--- src/design/sfsa_pkg.sv ---
// constants and types shared by the simd / floating-point alias state block
// assumes one core clock and an execution pipeline that issues one request
package sfsa_pkg;
	localparam int NUM_REGS      = 8;
	localparam int REG_W         = 80;
	localparam int SIMD_W        = 64;
	localparam int EXP_LSB       = 64;
	localparam int EXP_MSB       = 79;
	localparam int TOS_W         = 3;
	localparam int FEAT_SIMD_BIT = 23;
	localparam int EMU_FLAG_BIT  = 2;
	localparam int NUMERIC_VECTOR = 16;
	localparam logic [1:0]  TAG_VALID = 2'h0;
	localparam logic [1:0]  TAG_EMPTY = 2'h3;
	localparam logic [15:0] TAG_RESET = 16'hFFFF;
	localparam logic [15:0] EXP_ONES  = 16'hFFFF;
	localparam logic [2:0]  TOS_RESET = 3'h0;
	localparam logic [7:0]  FAULT_VEC_UD = 8'h06;
	localparam logic [7:0]  FAULT_VEC_MF = 8'h10;

	typedef enum logic [2:0] {
		SFSA_OP_NONE  = 3'b000,
		SFSA_OP_SIMD  = 3'b001,
		SFSA_OP_EMPTY = 3'b010,
		SFSA_OP_FP    = 3'b011,
		SFSA_OP_SAVE  = 3'b100
	} sfsa_op_t;

	typedef enum logic [1:0] {
		SFSA_RES_DONE  = 2'b00,
		SFSA_RES_UD    = 2'b01,
		SFSA_RES_NUMER = 2'b10
	} sfsa_res_t;
endpackage

--- src/design/sfsa_regfile.sv ---
// physical floating-point register array, eight 80-bit entries
// assumes at most one write per cycle and an index already resolved
module sfsa_regfile (
	input  wire logic        mclk_in,
	input  wire logic        rstn_in,
	input  wire logic        wr_en_in,
	input  wire logic [2:0]  wr_idx_in,
	input  wire logic [79:0] wr_data_in,
	input  wire logic [2:0]  rd_idx_in,
	output logic      [79:0] rd_data_out
);
	logic [79:0] mem      [8];
	logic [79:0] next_mem [8];

	always_comb begin
		for (int i = 0; i < sfsa_pkg::NUM_REGS; i++) begin
			next_mem[i] = mem[i];
		end
		if (wr_en_in) begin
			next_mem[wr_idx_in] = wr_data_in;
		end
	end

	always_ff @(posedge mclk_in or negedge rstn_in) begin
		if (!rstn_in) begin
			for (int i = 0; i < sfsa_pkg::NUM_REGS; i++) begin
				mem[i] <= 80'h0000_0000_0000_0000_0000;
			end
		end else begin
			for (int i = 0; i < sfsa_pkg::NUM_REGS; i++) begin
				mem[i] <= next_mem[i];
			end
		end
	end

	assign rd_data_out = mem[rd_idx_in];
endmodule

--- src/design/sfsa_top.sv ---
// alias state keeper: tag word, stack top and the shared register array
// assumes requests come from the core pipeline on mclk_in, one per cycle
module sfsa_top (
	input  wire logic        mclk_in,
	input  wire logic        rstn_in,
	input  wire logic        req_valid_in,
	input  wire logic [2:0]  req_op_in,
	input  wire logic        req_supported_in,
	input  wire logic        simd_wr_in,
	input  wire logic [2:0]  simd_idx_in,
	input  wire logic [63:0] simd_data_in,
	input  wire logic        fp_wr_in,
	input  wire logic [2:0]  fp_idx_in,
	input  wire logic [79:0] fp_data_in,
	input  wire logic [15:0] fp_tag_in,
	input  wire logic [2:0]  fp_tos_in,
	input  wire logic        fp_state_wr_in,
	input  wire logic        fpu_emulation_flag_in,
	input  wire logic        fp_exc_pending_in,
	input  wire logic [2:0]  rd_idx_in,
	output logic      [79:0] rd_data_out,
	output logic      [63:0] simd_rd_data_out,
	output logic      [15:0] tag_word_out,
	output logic      [2:0]  stack_top_pointer_out,
	output logic             done_out,
	output logic             invalid_opcode_fault_out,
	output logic             numeric_error_out,
	output logic      [7:0]  fault_vector_out,
	output logic      [31:0] feature_general_reg_d_out
);
	////////////////////////////////////////////////////////////////////////

	logic [15:0] tag_word;
	logic [15:0] next_tag_word;
	logic [2:0]  stack_top_pointer;
	logic [2:0]  next_tos;
	logic        done;
	logic        next_done;
	logic        ud;
	logic        next_ud;
	logic        mf;
	logic        next_mf;
	logic [7:0]  vec;
	logic [7:0]  next_vec;
	logic        wr_en;
	logic [2:0]  wr_idx;
	logic [79:0] wr_data;
	logic        is_simd;
	logic        is_empty;
	logic        simd_class;
	logic        fault_ud;
	logic        fault_mf;
	logic        simd_exec;

	function automatic logic [15:0] fill_tags(input logic [1:0] code);
		logic [15:0] t;
		t = 16'h0000;
		for (int i = 0; i < sfsa_pkg::NUM_REGS; i++) begin
			t[2*i +: 2] = code;
		end
		return t;
	endfunction

	assign is_simd    = req_valid_in && (req_op_in == sfsa_pkg::SFSA_OP_SIMD);
	assign is_empty   = req_valid_in && (req_op_in == sfsa_pkg::SFSA_OP_EMPTY);
	assign simd_class = is_simd || is_empty;
	assign fault_ud   = simd_class
		&& (fpu_emulation_flag_in || !req_supported_in);
	assign fault_mf   = simd_class && !fault_ud && fp_exc_pending_in;
	assign simd_exec  = simd_class && !fault_ud && !fault_mf;

	////////////////////////////////////////////////////////////////////////
	// shared register write
	always_comb begin
		wr_en   = 1'b0;
		wr_idx  = 3'h0;
		wr_data = 80'h0000_0000_0000_0000_0000;
		if (simd_exec && is_simd && simd_wr_in) begin
			wr_en   = 1'b1;
			wr_idx  = simd_idx_in;
			wr_data = {sfsa_pkg::EXP_ONES, simd_data_in};
		end else if (req_valid_in && fp_wr_in
			&& req_op_in == sfsa_pkg::SFSA_OP_FP) begin
			wr_en   = 1'b1;
			wr_idx  = fp_idx_in;
			wr_data = fp_data_in;
		end
	end

	sfsa_regfile u_regfile (
		.mclk_in     (mclk_in),
		.rstn_in     (rstn_in),
		.wr_en_in    (wr_en),
		.wr_idx_in   (wr_idx),
		.wr_data_in  (wr_data),
		.rd_idx_in   (rd_idx_in),
		.rd_data_out (rd_data_out)
	);

	////////////////////////////////////////////////////////////////////////

	always_comb begin
		next_tag_word = tag_word;
		next_tos      = stack_top_pointer;
		next_done     = 1'b0;
		next_ud       = 1'b0;
		next_mf       = 1'b0;
		next_vec      = vec;
		if (fault_ud) begin
			next_ud  = 1'b1;
			next_vec = sfsa_pkg::FAULT_VEC_UD;
		end else if (fault_mf) begin
			next_mf  = 1'b1;
			next_vec = sfsa_pkg::FAULT_VEC_MF;
		end else if (simd_exec && is_simd) begin
			next_done     = 1'b1;
			next_tag_word = fill_tags(sfsa_pkg::TAG_VALID);
			next_tos      = sfsa_pkg::TOS_RESET;
		end else if (simd_exec && is_empty) begin
			next_done     = 1'b1;
			next_tag_word = fill_tags(sfsa_pkg::TAG_EMPTY);
		end else if (req_valid_in) begin
			next_done = 1'b1;
			if (req_op_in == sfsa_pkg::SFSA_OP_FP && fp_state_wr_in) begin
				next_tag_word = fp_tag_in;
				next_tos      = fp_tos_in;
			end
		end
	end

	always_ff @(posedge mclk_in or negedge rstn_in) begin
		if (!rstn_in) begin
			tag_word <= sfsa_pkg::TAG_RESET;
			stack_top_pointer      <= sfsa_pkg::TOS_RESET;
			done     <= 1'b0;
			ud       <= 1'b0;
			mf       <= 1'b0;
			vec      <= 8'h00;
		end else begin
			tag_word <= next_tag_word;
			stack_top_pointer      <= next_tos;
			done     <= next_done;
			ud       <= next_ud;
			mf       <= next_mf;
			vec      <= next_vec;
		end
	end

	assign tag_word_out             = tag_word;
	assign stack_top_pointer_out    = stack_top_pointer;
	assign done_out                 = done;
	assign invalid_opcode_fault_out = ud;
	assign numeric_error_out        = mf;
	assign fault_vector_out         = vec;
	assign simd_rd_data_out         = rd_data_out[63:0];
	assign feature_general_reg_d_out =
		32'h0000_0001 << sfsa_pkg::FEAT_SIMD_BIT;
endmodule

--- config.mk ---
export PLATFORM = sky130hd
export DESIGN_NAME = sfsa_top
export DESIGN_NICKNAME = d
export VERILOG_FILES = /design/src/design/sfsa_pkg.sv /design/src/design/sfsa_regfile.sv /design/src/design/sfsa_top.sv
export SDC_FILE = /design/constraint.sdc
export NUM_CORES = 1
export LEC_CHECK = 0
export BUFFER_PORTS_ARGS = -buffer_cell sky130_fd_sc_hd__buf_4
export CORE_MARGIN = 1
export CORE_UTILIZATION = 54
export CTS_CLUSTER_SIZE = 24
export DETAILED_ROUTE_END_ITERATION = 7
export PLACE_DENSITY = 0.82
export SLEW_MARGIN = 40
export SYNTH_ARGS = -nofsm -noshare
export SYNTH_HDL_FRONTEND = slang
export SYNTH_SLANG_ARGS = --single-unit
--- constraint.sdc ---
create_clock -name mclk_in -period 3.55 [get_ports mclk_in]
set_clock_uncertainty 0.2 [all_clocks]
set_input_delay 0.355 -clock mclk_in [delete_from_list [all_inputs] [get_ports mclk_in]]
set_output_delay 0.355 -clock mclk_in [all_outputs]
set_load 0.05 [all_outputs]
==> results of run 1 <==
-- state kept, by name (all words and copies together) (netlist names) --
register                  cells
stack_top_pointer_out         3
u_regfile.mem               640
fault_vector_out              2
invalid_opcode_fault_out      1
done_out                      1
tag_word_out                 16
numeric_error_out             1
-- synthesized netlist by cell type (2+ instances only) --
library cell / n
nor2b_1: 2
mux2_2: 385
buf_2: 78
a221oi_2: 2
nand3b_1: 2
nand4_1: 2
inv_1: 7
nor2_1: 89
buf_1: 19
a21oi_1: 355
nor3_1: 4
dfstp_2: 16
a22oi_1: 64
nand2_1: 96
dfrtp_1: 648
o21ai_1: 73
nand3_1: 6
clkbuf_1: 100
mux2_1: 20
and2_1: 3
o22a_1: 16
a21o_1: 17
o21ai_0: 11
a22o_1: 83
nand2b_1: 17
buf_4: 105
a21oi_2: 3
mux4_2: 160
conb_1: 2
o32a_1: 6
-- area by class of cell --
class / count / area (sq um) / share of cell area, %
flip-flops and latches: 664 / 16640 / 42.44
multi-input cells: 1472 / 13270 / 33.86
repair buffers: 667 / 6056 / 15.45
clock buffers: 102 / 2063 / 5.263
well taps: 756 / 945.9 / 2.413
clock inverters: 18 / 201.4 / 0.5139
inverters: 7 / 26.28 / 0.06703
-- per-layer routing --
layer	routed length (microns)	track usage (%)	vias up
met5	0	0	-
met4	3460	13.00	0
met3	7642	6.336	290
met2	45410	51.72	1418
met1	33830	39.40	12202
li1	-	-	9741
-- report_power, final --
part | internal, W | switching, W
Clock | 0.00425 | 0.00300
Sequential | 0.00796 | 0.000215
Combinational | 0.00100 | 0.00148
-- critical path, cell delays in order --
cell and delay, ns:
dlygate4sd3_1 0.54, buf_4 0.14, or3b_1 0.52, nor3_4 0.38
buf_12 0.39, a22oi_1 0.27, dlygate4sd3_1 0.69, o21ai_1 0.14
-- cell usage in the layout, fill, tap and decap left out, drive strengths merged, types with 2 or more instances in the layout --
cell type	instances
nor4	2
a22oi	64
nor3	5
dfstp	16
a21o	17
dfrtp	648
nand2	96
clkbuf	102
nand2b	17
mux4	160
nor2	89
o32a	6
bufinv	3
o22a	16
and2	3
nand3	6
a21oi	358
clkinv	11
buf	435
nand4	2
o21ai	84
mux2	405
a221oi	2
nand3b	2
inv	10
a22o	83
dlygate4sd3	232
nor2b	2
conb	37
-- per-stage QoR --
step           setup WS, ns  area, sq um  hold WS (ns)  instances
2_1_floorplan        0.4441        31460       -0.1406       2445
3_3_place_gp         0.3773        34580        0.2571       3333
3_5_place_dp         0.3413        34610        0.1126       3334
4_1_cts              0.4105        39200      0.001471       3686
5_1_grt              0.3075        39200      0.009219       3686
6_report             0.3951        39200       0.02359       3686
-- path summary, 6_finish.rpt --
kind | endpoint | slack [ns] | cells past startpoint
min in group asynchronous | u_regfile.mem[418] | 0.07 | 2
min reg2reg | u_regfile.mem[469] | 0.29 | 1
max reg2reg | stack_top_pointer_out[2] | 1.30 | 5
max | u_regfile.mem[568] | 0.40 | 8
max in group asynchronous | u_regfile.mem[3] | 1.83 | 5
min | u_regfile.mem[269] | 0.02 | 3
-- logic make-up (layout without fill, tap and decap cells) --
| kind of cell | count (synthesis) | in the layout | synth area share (%) |
|---|---|---|---|
| compound gates | 637 | 637 | 12.29 |
| xor+xnor | 1 | 1 | 0.02796 |
| buf+inv | 309 | 794 | 5.271 |
| flops | 664 | 664 | 53.10 |
| mux | 566 | 566 | 26.09 |
| other cells | 2 | 37 | 0.02397 |
| simple gates | 231 | 231 | 3.199 |
==> impl_metrics.yaml, run 1 <==
sta:
  layout_min_cycle_time_ns: 3.155
  grt_setup_unrepaired: "no"
  final.period_utilization_pct: 88.87
  setup_violations: 0
  tns_ns: 0
  slew_viol_final: 0
  max_slew_margin_pct: 48.13
  tightest_slew_ns: 0.7781
  hold_viol: 0
  fmax_mhz: 317.0
clock_network:
  cts_buffers: 68
  cts_tree: "done"
  htree_levels: 3
  cts.path.max_buffers: 3
  clk_pin_slew_ns: 0.06
  cts_setup_buffers: 0
  clk_latency_ns: 0.61
  cts_hold_buf: 232
  root_buffer: "clkbuf_16"
  postCtsResizedCells: 0
  clock_sink_count: 664
power_and_ir_drop:
  cellPowerDensity_nw_per_um2: 456.9
  ir_worst_vdd_uv: 337.0
  total_power_w: 0.01791
  p_leak_nw: 18.45
detailed_routing:
  wl_mm: 90.35
  dr.pass1.iters: 5
  drc: 0
  vias: 23651
  ant_nets: 0
  via_per_inst: 6.416
  drtIter0Drc: 2226
  wl_per_cell_microns: 24.51
place:
  port_buffers: 352
  gp_congestion: 0.8251
  hpwl_mm: 51.23
outcome:
  status: "complete, no violations"
min_path:
  hp-start: "fp_data_in[29]"
  hold_class: "input pin to flop"
worst_setup_path:
  required_ns: 3.88
  critical_path.startpoint: "fp_exc_pending_in"
  cp_max_fo: 82
  crit_type: "input pin to flop"
  r2r-start: "stack_top_pointer_out[2]"
  endpoint_kind: "flop"
  cp-start-kind: "input pin"
  worst_ep_arrival_time_ns: 3.49
die:
  chipHeight_microns: 242.9
  dieArea_sq_um: 58990
  die_x_microns: 242.9
  coreArea_sq_um: 56820
  io_pins: 390
  core.rowCount: 87
  start_util_pct: 55.14
run:
  drv_cap: 0
grt:
  grt_max_degree: 137
  antenna_found_initial: 0
  grt_pass1_vias: 25663
  grt_first_pass_wirelength_mm: 143.1
  overflow: 0
  groute.usage.overall_pct: 30.95
synthesis:
  synth_edf_count: 0
  synth-seq-area-share_pct: 53.10
  synth_cells: 2410
  synth_top_area_share_pct: 51.76
  async_flop_share_pct: 100.0
  ys_warn_count: 0
  synth_ff_type: "dfrtp_1"
  ys_top_cells_by_area: "dfrtp_1 (52%), mux2_2 (14%), mux4_2 (12%)"
  ys_types: 49
  ys_ff_latch: 664
  yosys.area.top_type: "dfrtp_1"
  syn_area_per_cell_sq_um: 13.00
  syn_area_sq_um: 31330
cells_and_area:
  fill_cells: 3647
  fin_nets: 3064
  drive_above_1_share_pct: 38.19
  layout-area-overhead-vs-synth_pct: 25.12
  diodes: 0
  final_core_util_pct: 68.99
(Power assumes the default switching activity.)
==> run 2, diff against run 1 <==
SETUP_SLACK_MARGIN = 0.5   (was not set)
==> run 2 against run 1 <==
  * First-iteration DRC count up 6.8%
  * Die area unchanged
  * Total power rose by 0.75%
  * Wire length grew 3.6%
  * Critical path type unchanged
  * Largest cell class unchanged
  * Critical endpoint is now u_regfile.mem[288]
  * Setup slack improved by 0.084 ns
==> impl_metrics.yaml, run 2 (synthesized netlist as in run 1, its figures left out) <==
outcome:
  status: "complete, no violations"
clock_network:
  cts_buffers: 70
  clk_pin_slew_ns: 0.06
  cts_tree: "done"
  clock_sink_count: 664
  cts.path.max_buffers: 3
  clk_latency_ns: 0.59
  root_buffer: "clkbuf_16"
  htree_levels: 3
worst_setup_path:
  cp-start-kind: "input pin"
  worstPathCellList: "dlygate4sd3_1 -> buf_4 -> or3b_1 -> or4_4 -> nand2_1 -> nand2_4 -> buf_12 -> mux2_2"
  crit_type: "input pin to flop"
  crit_family: "simple AND/OR/NAND/NOR gates"
  cpMaxStageDelayCell: "or4_4"
  endpoint_kind: "flop"
  crit_buf_inv: 3
  max_stage_delay_ns: 0.65
  cp_max_fo: 35
  worst_ep_arrival_time_ns: 3.35
  required_ns: 3.83
grt:
  groute.usage.overall_pct: 31.11
  overflow: 0
  grt_pass1_vias: 25337
  antenna_found_initial: 3
  grt_max_degree: 137
  grt_first_pass_wirelength_mm: 142.8
place:
  place_area_sq_um: 34530
  dp_cells: 3333
  port_buffers: 352
  gp_congestion: 0.7905
  hpwl_mm: 52.39
die:
  chipHeight_microns: 242.9
  coreArea_sq_um: 56820
  start_util_pct: 55.14
  core.rowCount: 87
  die_x_microns: 242.9
  dieArea_sq_um: 58990
  io_pins: 390
cells_and_area:
  finalNonFillerCells: 3685
  largest_register_ffs: 640
  top_register: "u_regfile.mem"
  multi_input_area_sq_um: 13300
  final_area_sq_um: 39160
  final_cell_mix: "dfrtp_1 (648), buf_4 (408), mux2_2 (385)"
  final_common_cell: "dfrtp_1"
  fin_nets: 3060
  layout-area-overhead-vs-synth_pct: 25.00
  seqCellArea_sq_um: 16640
  drive_above_1_share_pct: 38.98
  fill_cells: 3695
sta:
  hold_viol: 0
  max_slew_margin_pct: 46.00
  setup_violations: 0
  tightest_slew_ns: 0.8100
  tns_ns: 0
  fmax_mhz: 325.6
  final.period_utilization_pct: 86.51
  holdWs_ns: 0.02784
  slew_viol_final: 0
  layout_min_cycle_time_ns: 3.071
  grt_setup_unrepaired: "yes"
power_and_ir_drop:
  p_leak_nw: 18.55
  total_power_w: 0.01804
  cellPowerDensity_nw_per_um2: 460.7
  ir_worst_vdd_uv: 342.2
detailed_routing:
  dr.pass1.iters: 5
  drc: 0
  wl_mm: 93.59
  ant_nets: 0
  vias: 23710
  wl_per_cell_microns: 25.40
  via_per_inst: 6.434
  drtIter0Drc: 2378
run:
  drv_cap: 0
min_path:
  hold_class: "input pin to flop"
[run 2: final cells by class]
cell class | instances | share of cell area (%)
clock inverters | 26 | 0.6901
inverters | 7 | 0.06709
clock buffers | 97 | 5.198
multi-input cells | 1474 | 33.96
repair buffers | 659 | 15.18
diodes | 2 | 0.01278
flip-flops and latches | 664 | 42.48
well taps | 756 | 2.415
[run 2: final timing paths]
kind,start,endpoint,slack (ns),cells after the start
worst min-delay path,fp_data_in[44],u_regfile.mem[124],0.03,3
worst max register to register,stack_top_pointer_out[0],stack_top_pointer_out[0],1.33,5
worst min register to register,u_regfile.mem[124],u_regfile.mem[124],0.29,1
max in group asynchronous,rstn_in,u_regfile.mem[184],1.78,4
min in group asynchronous,rstn_in,u_regfile.mem[573],0.17,2
worst max-delay path,fp_exc_pending_in,u_regfile.mem[288],0.48,8
[run 2: timing repair]
action                                 in CTS  in global routing
hold buffers                              211                  0
gates resized for setup                     0                  4
buffers inserted                            0                 11
endpoints found under the hold margin     544                  0
setup endpoints to repair                   0                325
[run 2: through the flow]
stage                     worst slack (ns)  utilization, %
after floorplan                     0.7153               -
after global placement              0.5056           60.77
after detailed placement            0.4270           60.77
after CTS                           0.5296           68.55
after global routing                0.4456           68.92
final                               0.4790           68.92
[run 2: report_power, final]
group	switching (W)	leakage (nW)	internal [W]
Clock	0.00304	1.13	0.00431
Combinational	0.00150	8.38	0.00101
Sequential	0.000221	9.04	0.00796
Total	0.00476	18.6	0.0133
[run 2: layer usage]
layer	share of wire, %	vias up	track usage [%]
met5	0	-	0
met4	3.8	0	15.08
met3	9.1	276	5.916
met2	50	1483	51.89
met1	37	12200	39.17
li1	-	9751	-
[run 2: worst min-delay path, delay by kind of cell]
kind,cells,cell delay (ns)
compound gates,1,0.19
buf+inv,1,0.10
mux,1,0.14
